==> src/inc/sssmc_pkg.sv <==
// constants, types and decode helper for the supply supervisor mode control
// assumes a single 25 MHz clock and a 32-bit AXI4-Lite register port
package sssmc_pkg;
    // ==========================================================
    // timing
    localparam int CLK_PERIOD_NS = 40;
    localparam int FULL_SETTLE_NS = 2000;
    localparam int NORM_SETTLE_NS = 150000;
    localparam int SLOW_WAKE_NS = 150000;
    localparam int FAST_WAKE_NS = 5000;
    localparam int CNT_W = 12;
    localparam logic [CNT_W-1:0] FULL_SETTLE_CYC = CNT_W'((FULL_SETTLE_NS + CLK_PERIOD_NS - 1) / CLK_PERIOD_NS);
    localparam logic [CNT_W-1:0] NORM_SETTLE_CYC = CNT_W'((NORM_SETTLE_NS + CLK_PERIOD_NS - 1) / CLK_PERIOD_NS);
    localparam logic [CNT_W-1:0] SLOW_WAKE_CYC = CNT_W'((SLOW_WAKE_NS + CLK_PERIOD_NS - 1) / CLK_PERIOD_NS);
    localparam logic [CNT_W-1:0] FAST_WAKE_CYC = CNT_W'((FAST_WAKE_NS + CLK_PERIOD_NS - 1) / CLK_PERIOD_NS);
    localparam logic [CNT_W-1:0] CNT_ONE = 12'h001;
    localparam logic [CNT_W-1:0] CNT_ZERO = 12'h000;

    // ==========================================================
    // register map
    localparam int ADDR_W = 8;
    localparam logic [ADDR_W-1:0] CORE_CTRL_ADDR = 8'h00;
    localparam logic [ADDR_W-1:0] SUPPLY_CTRL_ADDR = 8'h04;
    localparam logic [ADDR_W-1:0] FLAGS_ADDR = 8'h08;
    localparam logic [ADDR_W-1:0] MASK_ADDR = 8'h0C;
    localparam logic [ADDR_W-1:0] STATE_ADDR = 8'h10;
    localparam logic [1:0] RESP_OKAY = 2'h0;
    localparam logic [1:0] RESP_SLVERR = 2'h2;
    localparam int CTRL_W = 9;
    localparam int EVT_W = 4;

    typedef struct packed {
        logic overvoltageProtectEnable;
        logic sideAutoControl;
        logic monitorFullPerf;
        logic monitorEnable;
        logic supervisorFullPerf;
        logic supervisorSleepMode;
        logic supervisorEnable;
        logic [1:0] coreLevel;
    } sssmc_ctrl_type;

    localparam sssmc_ctrl_type CTRL_RESET = 9'h02C;
    localparam sssmc_ctrl_type CORE_CTRL_MASK = 9'h0FF;

    // sticky event bits, same layout in the mask register
    typedef struct packed {
        logic overvoltageEvent;
        logic coreUndervoltageEvent;
        logic supplySettleDone;
        logic coreSettleDone;
    } sssmc_evt_type;

    localparam sssmc_evt_type EVT_RESET = 4'h0;

    typedef enum logic [1:0] {
        COMP_OFF = 2'h0,
        COMP_NORMAL = 2'h1,
        COMP_FULL = 2'h2
    } sssmc_comp_type;

    typedef enum logic [2:0] {
        WAKE_RUN = 3'h1,
        WAKE_DEEP = 3'h2,
        WAKE_RISE = 3'h4
    } sssmc_wake_type;

    // keep: sleep-mode bit for a supervisor, always 1 for a monitor
    function automatic sssmc_comp_type sssmc_decode(input logic en, input logic keep, input logic fp,
                                                    input logic deep, input logic auto);
        sssmc_comp_type s;
        if (!en) begin
            s = COMP_OFF;
        end else if (!deep) begin
            s = fp ? COMP_FULL : COMP_NORMAL;
        end else if (!keep) begin
            s = COMP_OFF;
        end else if (auto) begin
            s = fp ? COMP_NORMAL : COMP_OFF;
        end else begin
            s = fp ? COMP_FULL : COMP_NORMAL;
        end
        return s;
    endfunction
endpackage

==> src/rtl/sssmc_top.sv <==
// supply supervisor mode control: comparator states, settle delays,
// wake timing and supervisor resets, with an AXI4-Lite register port
// assumes all inputs synchronous to clk; one write and one read in flight
`timescale 1ns/1ps

// How it works
// - in full performance the core supervisor settles for about 2 us after a change.
// - in normal performance the core supervisor settles for about 150 us after a change.
// - a raised core level not reached when the settle delay ends gives an undervoltage reset.
// - core supervisor and monitor decode off, normal or full from enable, mode, performance and power mode.
// - the supply side decodes the same way, and automatic control downgrades each comparator in deep sleep.
// - wake-up is slow whenever an enabled core supervisor or monitor runs in normal performance.
// - with overvoltage protection enabled the supply monitor raises a power-on reset on overvoltage.
// - a power-up clear returns the wake logic to normal running.
module sssmc_top import sssmc_pkg::*; #(
    parameter logic [CNT_W-1:0] FAST_WAKE_CYCLES = FAST_WAKE_CYC
) (
    input wire logic clk,
    input wire logic reset_n,
    input wire logic [ADDR_W-1:0] awaddr,
    input wire logic awvalid,
    output logic awready,
    input wire logic [31:0] wdata,
    input wire logic [3:0] wstrb,
    input wire logic wvalid,
    output logic wready,
    output logic [1:0] bresp,
    output logic bvalid,
    input wire logic bready,
    input wire logic [ADDR_W-1:0] araddr,
    input wire logic arvalid,
    output logic arready,
    output logic [31:0] rdata,
    output logic [1:0] rresp,
    output logic rvalid,
    input wire logic rready,
    input wire logic deepSleepRequest,
    input wire logic wakeInterrupt,
    input wire logic powerUpClear,
    input wire logic coreVoltageOk,
    input wire logic supplyAboveLimit,
    output sssmc_comp_type coreSupervisorState,
    output sssmc_comp_type coreMonitorState,
    output sssmc_comp_type supplySupervisorState,
    output sssmc_comp_type supplyMonitorState,
    output logic wakeSlow,
    output logic cpuRun,
    output logic deviceReset,
    output logic irq
);
    // ==========================================================
    // state
    sssmc_ctrl_type coreCtrl_reg, coreCtrl_next, supplyCtrl_reg, supplyCtrl_next;
    logic [CNT_W-1:0] coreCnt_reg, coreCnt_next, supplyCnt_reg, supplyCnt_next;
    logic coreRaise_reg, coreRaise_next;
    sssmc_evt_type events_reg, events_next, mask_reg, mask_next;
    sssmc_wake_type wake_reg, wake_next;
    logic [CNT_W-1:0] wakeCnt_reg, wakeCnt_next;
    sssmc_comp_type coreSup_reg, coreSup_next, coreMon_reg, coreMon_next;
    sssmc_comp_type supSup_reg, supSup_next, supMon_reg, supMon_next;
    logic wakeSlow_reg, wakeSlow_next, reset_reg, reset_next, irq_reg, irq_next;
    logic bvalid_reg, bvalid_next, rvalid_reg, rvalid_next;
    logic [1:0] bresp_reg, bresp_next, rresp_reg, rresp_next;
    logic [31:0] rdata_reg, rdata_next;
    logic writeFire, readFire, coreWr, supplyWr, flagsWr, maskWr;
    logic coreFlag, supplyFlag, coreExpire, supplyExpire, deep, underVolt, overVolt;
    logic [CTRL_W-1:0] laneMask;
    sssmc_ctrl_type coreNew, supplyNew;
    sssmc_evt_type evtSet, evtClr;

    // ==========================================================
    // bus handshake
    // address and data are taken together; a master offering only one waits
    assign writeFire = awvalid && wvalid && !bvalid_reg;
    assign readFire = arvalid && !rvalid_reg;
    assign awready = writeFire;
    assign wready = writeFire;
    assign arready = !rvalid_reg;
    assign laneMask = {wstrb[1], {8{wstrb[0]}}};
    assign coreWr = writeFire && awaddr == CORE_CTRL_ADDR;
    assign supplyWr = writeFire && awaddr == SUPPLY_CTRL_ADDR;
    assign flagsWr = writeFire && awaddr == FLAGS_ADDR;
    assign maskWr = writeFire && awaddr == MASK_ADDR;
    // core register has no overvoltage bit
    assign coreNew = ((coreCtrl_reg & ~laneMask) | (wdata[CTRL_W-1:0] & laneMask)) & CORE_CTRL_MASK;
    assign supplyNew = (supplyCtrl_reg & ~laneMask) | (wdata[CTRL_W-1:0] & laneMask);
    assign coreFlag = coreCnt_reg != CNT_ZERO;
    assign supplyFlag = supplyCnt_reg != CNT_ZERO;
    assign coreExpire = coreCnt_reg == CNT_ONE && !coreWr;
    assign supplyExpire = supplyCnt_reg == CNT_ONE && !supplyWr;
    assign deep = wake_reg == WAKE_DEEP;
    // a raise still short of its level when the window closes is a real undervoltage
    assign underVolt = coreExpire && coreRaise_reg && !coreVoltageOk && coreSup_reg != COMP_OFF;
    assign overVolt = supplyCtrl_reg.overvoltageProtectEnable && supMon_reg != COMP_OFF && supplyAboveLimit;

    // ==========================================================
    // control, settle timers and events
    always_comb begin
        coreCtrl_next = coreWr ? coreNew : coreCtrl_reg;
        supplyCtrl_next = supplyWr ? supplyNew : supplyCtrl_reg;
        coreCnt_next = coreCnt_reg;
        if (coreWr) begin
            coreCnt_next = coreNew.supervisorFullPerf ? FULL_SETTLE_CYC : NORM_SETTLE_CYC;
        end else if (coreFlag) begin
            coreCnt_next = coreCnt_reg - CNT_ONE;
        end
        supplyCnt_next = supplyCnt_reg;
        if (supplyWr) begin
            supplyCnt_next = supplyNew.supervisorFullPerf ? FULL_SETTLE_CYC : NORM_SETTLE_CYC;
        end else if (supplyFlag) begin
            supplyCnt_next = supplyCnt_reg - CNT_ONE;
        end
        coreRaise_next = coreRaise_reg;
        if (coreWr) begin
            coreRaise_next = coreRaise_reg || (coreNew.coreLevel > coreCtrl_reg.coreLevel);
        end else if (coreExpire) begin
            coreRaise_next = 1'b0;
        end
        evtSet = '{overVolt, underVolt, supplyExpire, coreExpire};
        evtClr = flagsWr && wstrb[0] ? sssmc_evt_type'(wdata[EVT_W-1:0]) : EVT_RESET;
        // a new event beats a clear in the same cycle
        events_next = (events_reg & ~evtClr) | evtSet;
        mask_next = maskWr && wstrb[0] ? sssmc_evt_type'(wdata[EVT_W-1:0]) : mask_reg;
        irq_next = |(events_next & mask_next);
        reset_next = underVolt || overVolt;
    end
    always_ff @(posedge clk or negedge reset_n) begin
        if (!reset_n) begin
            coreCtrl_reg <= CTRL_RESET;
            supplyCtrl_reg <= CTRL_RESET;
            coreCnt_reg <= CNT_ZERO;
            supplyCnt_reg <= CNT_ZERO;
            coreRaise_reg <= 1'b0;
            events_reg <= EVT_RESET;
            mask_reg <= EVT_RESET;
            irq_reg <= 1'b0;
            reset_reg <= 1'b0;
        end else begin
            coreCtrl_reg <= coreCtrl_next;
            supplyCtrl_reg <= supplyCtrl_next;
            coreCnt_reg <= coreCnt_next;
            supplyCnt_reg <= supplyCnt_next;
            coreRaise_reg <= coreRaise_next;
            events_reg <= events_next;
            mask_reg <= mask_next;
            irq_reg <= irq_next;
            reset_reg <= reset_next;
        end
    end

    // ==========================================================
    // comparator states and wake sequence
    always_comb begin
        coreSup_next = sssmc_decode(coreCtrl_reg.supervisorEnable, coreCtrl_reg.supervisorSleepMode,
            coreCtrl_reg.supervisorFullPerf, deep, coreCtrl_reg.sideAutoControl);
        coreMon_next = sssmc_decode(coreCtrl_reg.monitorEnable, 1'b1,
            coreCtrl_reg.monitorFullPerf, deep, coreCtrl_reg.sideAutoControl);
        supSup_next = sssmc_decode(supplyCtrl_reg.supervisorEnable, supplyCtrl_reg.supervisorSleepMode,
            supplyCtrl_reg.supervisorFullPerf, deep, supplyCtrl_reg.sideAutoControl);
        supMon_next = sssmc_decode(supplyCtrl_reg.monitorEnable, 1'b1,
            supplyCtrl_reg.monitorFullPerf, deep, supplyCtrl_reg.sideAutoControl);
        wakeSlow_next = (coreCtrl_reg.supervisorEnable && !coreCtrl_reg.supervisorFullPerf)
            || (coreCtrl_reg.monitorEnable && !coreCtrl_reg.monitorFullPerf);
        wake_next = wake_reg;
        wakeCnt_next = wakeCnt_reg;
        if (powerUpClear) begin
            wake_next = WAKE_RUN;
            wakeCnt_next = CNT_ZERO;
        end else begin
            unique case (wake_reg)
                WAKE_RUN: begin
                    // entry is held off while a settle delay runs
                    if (deepSleepRequest && !coreFlag && !supplyFlag) begin
                        wake_next = wakeInterrupt ? WAKE_RISE : WAKE_DEEP;
                        wakeCnt_next = wakeSlow_reg ? SLOW_WAKE_CYC : FAST_WAKE_CYCLES;
                    end
                end
                WAKE_DEEP: begin
                    if (wakeInterrupt) begin
                        wake_next = WAKE_RISE;
                        wakeCnt_next = wakeSlow_reg ? SLOW_WAKE_CYC : FAST_WAKE_CYCLES;
                    end
                end
                WAKE_RISE: begin
                    if (wakeCnt_reg <= CNT_ONE) begin
                        wake_next = WAKE_RUN;
                        wakeCnt_next = CNT_ZERO;
                    end else begin
                        wakeCnt_next = wakeCnt_reg - CNT_ONE;
                    end
                end
                default: begin
                    wake_next = WAKE_RUN;
                    wakeCnt_next = CNT_ZERO;
                end
            endcase
        end
    end
    always_ff @(posedge clk or negedge reset_n) begin
        if (!reset_n) begin
            coreSup_reg <= COMP_OFF;
            coreMon_reg <= COMP_OFF;
            supSup_reg <= COMP_OFF;
            supMon_reg <= COMP_OFF;
            wakeSlow_reg <= 1'b0;
            wake_reg <= WAKE_RUN;
            wakeCnt_reg <= CNT_ZERO;
        end else begin
            coreSup_reg <= coreSup_next;
            coreMon_reg <= coreMon_next;
            supSup_reg <= supSup_next;
            supMon_reg <= supMon_next;
            wakeSlow_reg <= wakeSlow_next;
            wake_reg <= wake_next;
            wakeCnt_reg <= wakeCnt_next;
        end
    end

    // ==========================================================
    // bus answers
    always_comb begin
        bvalid_next = bvalid_reg;
        bresp_next = bresp_reg;
        if (writeFire) begin
            bvalid_next = 1'b1;
            bresp_next = (coreWr || supplyWr || flagsWr || maskWr || awaddr == STATE_ADDR) ? RESP_OKAY : RESP_SLVERR;
        end else if (bready) begin
            bvalid_next = 1'b0;
        end
        rvalid_next = rvalid_reg;
        rdata_next = rdata_reg;
        rresp_next = rresp_reg;
        if (readFire) begin
            rvalid_next = 1'b1;
            rresp_next = RESP_OKAY;
            unique case (araddr)
                CORE_CTRL_ADDR: rdata_next = {23'h000000, coreCtrl_reg};
                SUPPLY_CTRL_ADDR: rdata_next = {23'h000000, supplyCtrl_reg};
                FLAGS_ADDR: rdata_next = {26'h0000000, supplyFlag, coreFlag, events_reg};
                MASK_ADDR: rdata_next = {28'h0000000, mask_reg};
                STATE_ADDR: rdata_next = {22'h000000, wake_reg == WAKE_RUN, wakeSlow_reg,
                    supMon_reg, supSup_reg, coreMon_reg, coreSup_reg};
                default: begin
                    rdata_next = 32'h00000000;
                    rresp_next = RESP_SLVERR;
                end
            endcase
        end else if (rready) begin
            rvalid_next = 1'b0;
        end
    end
    always_ff @(posedge clk or negedge reset_n) begin
        if (!reset_n) begin
            bvalid_reg <= 1'b0;
            bresp_reg <= RESP_OKAY;
            rvalid_reg <= 1'b0;
            rdata_reg <= 32'h00000000;
            rresp_reg <= RESP_OKAY;
        end else begin
            bvalid_reg <= bvalid_next;
            bresp_reg <= bresp_next;
            rvalid_reg <= rvalid_next;
            rdata_reg <= rdata_next;
            rresp_reg <= rresp_next;
        end
    end
    assign bvalid = bvalid_reg;
    assign bresp = bresp_reg;
    assign rvalid = rvalid_reg;
    assign rdata = rdata_reg;
    assign rresp = rresp_reg;
    assign coreSupervisorState = coreSup_reg;
    assign coreMonitorState = coreMon_reg;
    assign supplySupervisorState = supSup_reg;
    assign supplyMonitorState = supMon_reg;
    assign wakeSlow = wakeSlow_reg;
    assign cpuRun = wake_reg == WAKE_RUN;
    assign deviceReset = reset_reg;
    assign irq = irq_reg;
endmodule

==> config.mk <==
export PLATFORM = sky130hd
export DESIGN_NAME = sssmc_top
export DESIGN_NICKNAME = d
export VERILOG_FILES = /design/src/inc/sssmc_pkg.sv /design/src/rtl/sssmc_top.sv
export SDC_FILE = /design/constraint.sdc
export NUM_CORES = 1
export LEC_CHECK = 0
export BUFFER_PORTS_ARGS = -buffer_cell sky130_fd_sc_hd__buf_4
export CORE_MARGIN = 2
export CORE_UTILIZATION = 54
export DETAILED_ROUTE_END_ITERATION = 7
export GPL_TIMING_DRIVEN = 0
export PLACE_DENSITY = 0.8
export SLEW_MARGIN = 20
export SYNTH_ARGS = -nofsm -noshare
export SYNTH_HDL_FRONTEND = slang
export SYNTH_SLANG_ARGS = --single-unit
==> constraint.sdc <==
create_clock -name clk -period 2.9 [get_ports clk]
set_input_delay 0.29 -clock clk [delete_from_list [all_inputs] [get_ports clk]]
set_output_delay 0.29 -clock clk [all_outputs]
set_load 0.005 [all_outputs]
; ---- Word-level counts from Yosys, hierarchy flattened
; Cells that the tools add are included.
[totals]
reg_bits = 114
latchBits = 0
mem_bits_rw = 0
mem_bits_ro = 0
in_bits = 64
word_cells = 173
memories = 0
[op_classes]
n_addsub = 3
mul = 0
div_mod_pow = 0
order_cmp = 2
n_eq_ne = 16
shift = 0
muxes = 51
bitwise = 10
n_reduce_logical = 51
[op_table]
columns = cell, count
row1 = 12-bit two-way mux, 11
row2 = 10-bit case mux with 5 select lines, 1
row3 = 2-bit two-way mux, 20
row4 = 12-bit case mux with 3 select lines, 1
row5 = "12-bit by 1-bit subtractor with 12-bit output, second input constant", 3
row6 = "8-bit by 4-bit equality test with 1-bit output, second input constant", 4
row7 = "12-bit by 1-bit equality test with 1-bit output, second input constant", 2
row8 = 12-bit nonzero test, 2
row9 = 1-bit logical AND, 20
row10 = 9-bit AND, 2
row11 = "8-bit by 3-bit equality test with 1-bit output, second input constant", 2
row12 = "8-bit by 5-bit equality test with 1-bit output, second input constant", 2
row13 = 8-bit zero test, 2
row14 = 3-bit two-way mux, 5
row15 = 2-bit nonzero test, 7
row16 = "12-bit by 1-bit <= comparator with 1-bit output, second input constant", 1
row17 = 1-bit two-way mux, 10
row18 = 1-bit zero test, 9
row19 = 9-bit inverter, 1
row20 = 9-bit bitwise OR, 1
row21 = 3-bit case mux with 3 select lines, 1
row22 = 4-bit AND, 2
row23 = 8-bit AND, 1
row24 = 4-bit two-way mux, 2
row25 = other kinds (14), 21

; ---- Logic depth before layout (Yosys ltp)
[logic_depth]
word_depth = 11
mapped_depth = 9
ltp_nobuf = 7

; ---- Worst setup path before layout
; No wires, ideal clock.
[synth_path]
path_type = register to register
start = register bvalid_reg, in the netlist bvalid
end = register irq_reg, in the netlist irq
setup_time_ns = 0.129
arrival_time_ns = 2.226
required_time_ns = 2.771
setup_slack_ns = 0.545
path_stages_with_launch = 7
path_buffers = 1
period_less_slack_ns = 2.355
path_cell_list = dfrtp_1 -> or4bb_1 -> buf_2 -> nor4_4 -> mux2_2 -> a21boi_1 -> a2111o_1
[synth_rtl]
columns = element, line
row1 = "start, declared", sssmc_top.sv:62  ; logic bvalid_reg, bvalid_next, rvalid_reg, rvalid_next;
row2 = "start signal, assigned", sssmc_top.sv:260  ; bvalid_reg <= bvalid_next;
row3 = "end signal, assigned", sssmc_top.sv:146  ; irq_reg <= irq_next;
row4 = "end, declared", sssmc_top.sv:61  ; logic wakeSlow_reg, wakeSlow_next, reset_reg, reset_next, irq_reg, irq_next;

; ---- Worst setup path in the final report
[layout_path]
start = register coreCnt_reg[0]
end = register rdata_reg[4], in the netlist rdata[4]
[layout_between]
elab_chain_cells = 2
[layout_lines]
columns = element, line
row1 = "start, declared", sssmc_top.sv:54  ; logic [CNT_W-1:0] coreCnt_reg, coreCnt_next, supplyCnt_reg, supplyCnt_next;
row2 = "start signal, assigned", sssmc_top.sv:141  ; coreCnt_reg <= coreCnt_next;
row3 = 12-bit nonzero test, sssmc_top.sv:87  ; assign coreFlag = coreCnt_reg != CNT_ZERO;
row4 = 10-bit case mux with 5 select lines, sssmc_top.sv:236  ; unique case (araddr)
row5 = "end signal, assigned", sssmc_top.sv:263  ; rdata_reg <= rdata_next;
row6 = "end, declared", sssmc_top.sv:64  ; logic [31:0] rdata_reg, rdata_next;
; Every way passes these cells.
; A chain may end at the register's enable or synchronous reset.

==> impl_metrics.env <==
export IMPL_crit_arrival_ps=2970
export IMPL_async_reset_ff_frac=1.00
export IMPL_drt_pass1_iterations=4
export IMPL_final_setup_worst_slack_ps=170
export IMPL_layout_area_overhead_vs_synth_pct=18.8
export IMPL_synth_top_flop_cell="sky130_fd_sc_hd__dfrtp_1"
export IMPL_ant_nets=0
export IMPL_timing_critical_path_to_type="flip-flop"
export IMPL_maximum_root_to_sink_buffer_count=2
export IMPL_r2r_slack_ps=170
export IMPL_syn_avg_cell_area_um2=9.50
export IMPL_synth_edf_count=0
export IMPL_worst_hold_path_type="in -> async"
export IMPL_crit_reg2reg_capture="rdata[4]$_DFFE_PN0P_"
export IMPL_cellLeakagePower_nw=2.78
export IMPL_floorplan_initialDensity=0.549
export IMPL_finalSetupViolCount=0
export IMPL_clockPowerShare=0.280
export IMPL_global_route_wire_length_before_repair_mm=19.5
export IMPL_clk_root_buf="sky130_fd_sc_hd__clkbuf_8"
export IMPL_dp_hpwl_mm=8.77
export IMPL_finalSetupTns_ps=0
export IMPL_core_rowCount=35
export IMPL_power_share_sequential=0.482
export IMPL_post_cts_setup_buffers=0
export IMPL_grt_antenna_before_repair=0
export IMPL_grt_use_total=0.244
export IMPL_first_global_vias=4205
export IMPL_startpoint_type="flip-flop"
export IMPL_area_of_the_die_um2=10100
export IMPL_drc=0
export IMPL_fin_total_pwr_mw=3.24
export IMPL_synth_seq_cells=90
export IMPL_crit_end="rdata[4]$_DFFE_PN0P_"
export IMPL_dieWidth_um=100
export IMPL_power_report_internal_total_mw=2.19
export IMPL_fmax_mhz=366
export IMPL_yosys_warnings=0
export IMPL_num_antenna_cells=0
export IMPL_pwr_share_comb=0.239
export IMPL_rsz_0062_raised_after_global_routing="no"
export IMPL_grt_remaining_overflow=0
export IMPL_reg2reg_depth=8
export IMPL_violations="negative hold slack"
export IMPL_holdWs_ps=-25.6
export IMPL_switching_power_mw=1.04
export IMPL_nets=704
export IMPL_crit_reg2reg_launch="coreCnt_reg[0]$_DFFE_PN0P_"
export IMPL_timing_critical_path_fanout_max=7
export IMPL_status="complete, but fails checks"
export IMPL_ios=117
export IMPL_timing_final_hold_violations=22
export IMPL_tritoncts="done"
export IMPL_drt_first_iter_violations=221
export IMPL_maxSlewViolCount=0
export IMPL_dieHeight_um=100
export IMPL_drt_wl_total_mm=11.8
export IMPL_dr_total_vias=4261
export IMPL_worst_slew_pin_transition_ps=1060
export IMPL_cts_buffers=9
export IMPL_slew_headroom=0.285
export IMPL_worst_clock_skew_on_the_final_layout_ps=17.0
export IMPL_cp_data_required_time_ps=3140
export IMPL_gate_count_after_technology_mapping=529
export IMPL_gpl_final_weighted_congestion=0.904
export IMPL_yosys_cell_types_count=68
export IMPL_layout_cell_share_with_drive_strength_beyond_1=0.245
export IMPL_numPortBuffers=65
export IMPL_startpoint="coreCnt_reg[0]$_DFFE_PN0P_"
export IMPL_setup_worst_path_class="reg -> reg"
export IMPL_post_route_period_util=0.942
export IMPL_vias_per_cell=5.73
export IMPL_pin_count_of_the_biggest_net_entering_global_routing=91
export IMPL_cts_max_level=3
export IMPL_clock_edge_transition_at_the_registers_on_the_reported_setup_and_hold_paths_ps=90
export IMPL_vdd_drop_max_mv=0.374
export IMPL_core_region_area_um2=9150
export IMPL_placement_setup_worst_slack_ps=202
export IMPL_max_cap_viol_count=0
export IMPL_clkLatencyLatePin_ps=370
export IMPL_wl_per_cell_um=15.8
export IMPL_synthesis_area_um2=5030
export IMPL_synth_seq_area_share=0.450
export IMPL_filler_cell_count=767
export IMPL_final_core_utilization=0.652
export IMPL_power_share_switching=0.323
export IMPL_fin_crit_ps=2730
export IMPL_cts_hold_repair_buffers=0
export IMPL_clkSinkCount=90
export IMPL_p_per_cell_area_nw_per_um2=542
-- worst min-delay path by stage --
stage / from / endpoint / slack [ps] / cells past startpoint
global placement: rdata[8]$_DFFE_PN0P_ / rdata[8]$_DFFE_PN0P_ / 470 / 2
CTS: bready / bvalid$_DFFE_PN0P_ / 80 / 2
global route: reset_n / wakeCnt_reg[1]$_DFFE_PN0P_ / 50 / 1
finish: reset_n / wakeCnt_reg[1]$_DFFE_PN0P_ / -30 / 1
detailed placement: rdata[2]$_DFFE_PN0P_ / rdata[2]$_DFFE_PN0P_ / 470 / 2
floorplan: reset_n / asynchronous set/reset pin / -6 / 0
-- synth_stat cells (8+ instances only) --
library cell / instances / area, µm²
sky130_fd_sc_hd__nor4_1: 9 / 56.3
sky130_fd_sc_hd__nor2_1: 45 / 169
sky130_fd_sc_hd__a21oi_1: 21 / 105
sky130_fd_sc_hd__xnor2_1: 8 / 70.1
sky130_fd_sc_hd__buf_4: 25 / 188
sky130_fd_sc_hd__clkbuf_1: 14 / 52.6
sky130_fd_sc_hd__nand3_1: 12 / 60.1
sky130_fd_sc_hd__nand2_1: 65 / 244
sky130_fd_sc_hd__or4_1: 8 / 60.1
sky130_fd_sc_hd__o21ai_0: 36 / 180
sky130_fd_sc_hd__nor3_1: 16 / 80.1
sky130_fd_sc_hd__mux2_2: 20 / 225
sky130_fd_sc_hd__dfrtp_1: 83 / 2080
sky130_fd_sc_hd__inv_1: 21 / 78.8
sky130_fd_sc_hd__ha_1: 12 / 150
-- power groups by stage --
stage | logic, mW | registers [mW] | clock network [mW]
6_report | 0.773 | 1.56 | 0.905
3_3_place_gp | 0.728 | 1.57 | 0
3_5_place_dp | 0.762 | 1.58 | 0
2_1_floorplan | 0.551 | 1.54 | 0
4_1_cts | 0.766 | 1.56 | 0.921
5_1_grt | 0.870 | 1.59 | 0.969
-- critical path, stage by stage, from the launching register on --
cell and delay (ps):
sky130_fd_sc_hd__dfrtp_1 420, sky130_fd_sc_hd__inv_1 110, sky130_fd_sc_hd__ha_1 220, sky130_fd_sc_hd__or3b_2 460
sky130_fd_sc_hd__clkbuf_1 200, sky130_fd_sc_hd__nor3_2 450, sky130_fd_sc_hd__a21oi_1 200, sky130_fd_sc_hd__a222oi_1 400
sky130_fd_sc_hd__o21ai_0 140
-- cell families (layout without fill, tap and decap cells) --
kind of cell	after synthesis	after routing	synth area share
xor+xnor	14	14	0.0244
mux	27	27	0.0588
other cells	1	24	0.000746
fa+ha+maj	12	12	0.0299
buf+inv	66	147	0.0702
compound gates	123	123	0.160
flops	90	90	0.450
simple gates	196	196	0.207
-- routing by layer --
metal  GRT usage  vias up  wire, µm
li1            -     2037         -
met5           0        -         0
met2       0.419      115      5980
met3      0.0555       17       570
met1       0.305     2092      5040
met4      0.0822        0       196
-- stage by stage --
stage	std cells	cell area [µm²]	hold WS, ps
final	744	5970	-25.6
after global routing	744	5970	48.2
after CTS	744	5950	77.5
after detailed placement	728	5740	473
after global placement	728	5740	468
after floorplan	552	5110	-5.59
-- what timing repair did --
item,in CTS,in global routing
endpoints found under the setup margin,0,7
gates resized for setup,0,2
hold endpoints to repair,0,0
-- layout make-up --
class	count	area [µm²]	share of cell area
Clock buffer	11	151	0.0254
Inverter	21	78.8	0.0132
Multi-Input combinational cell	396	2510	0.421
Sequential cell	90	2260	0.379
Tap cell	111	139	0.0233
Timing Repair Buffer	65	492	0.0824
Buffer	45	274	0.0459
Clock inverter	5	60.1	0.0101
-- placed cells by master (no fill, tap or decap), types with 11 or more instances in the layout --
master,n
sky130_fd_sc_hd__ha_1,12
sky130_fd_sc_hd__nor3_1,16
sky130_fd_sc_hd__a21oi_1,21
sky130_fd_sc_hd__buf_4,89
sky130_fd_sc_hd__o21ai_0,36
sky130_fd_sc_hd__nor2_1,45
sky130_fd_sc_hd__nand2_1,65
sky130_fd_sc_hd__dfrtp_1,83
sky130_fd_sc_hd__clkbuf_1,14
sky130_fd_sc_hd__inv_1,21
sky130_fd_sc_hd__conb_1,24
sky130_fd_sc_hd__clkbuf_8,11
sky130_fd_sc_hd__nand3_1,12
sky130_fd_sc_hd__mux2_2,20
No activity file was read; power rests on OpenSTA's default activity.
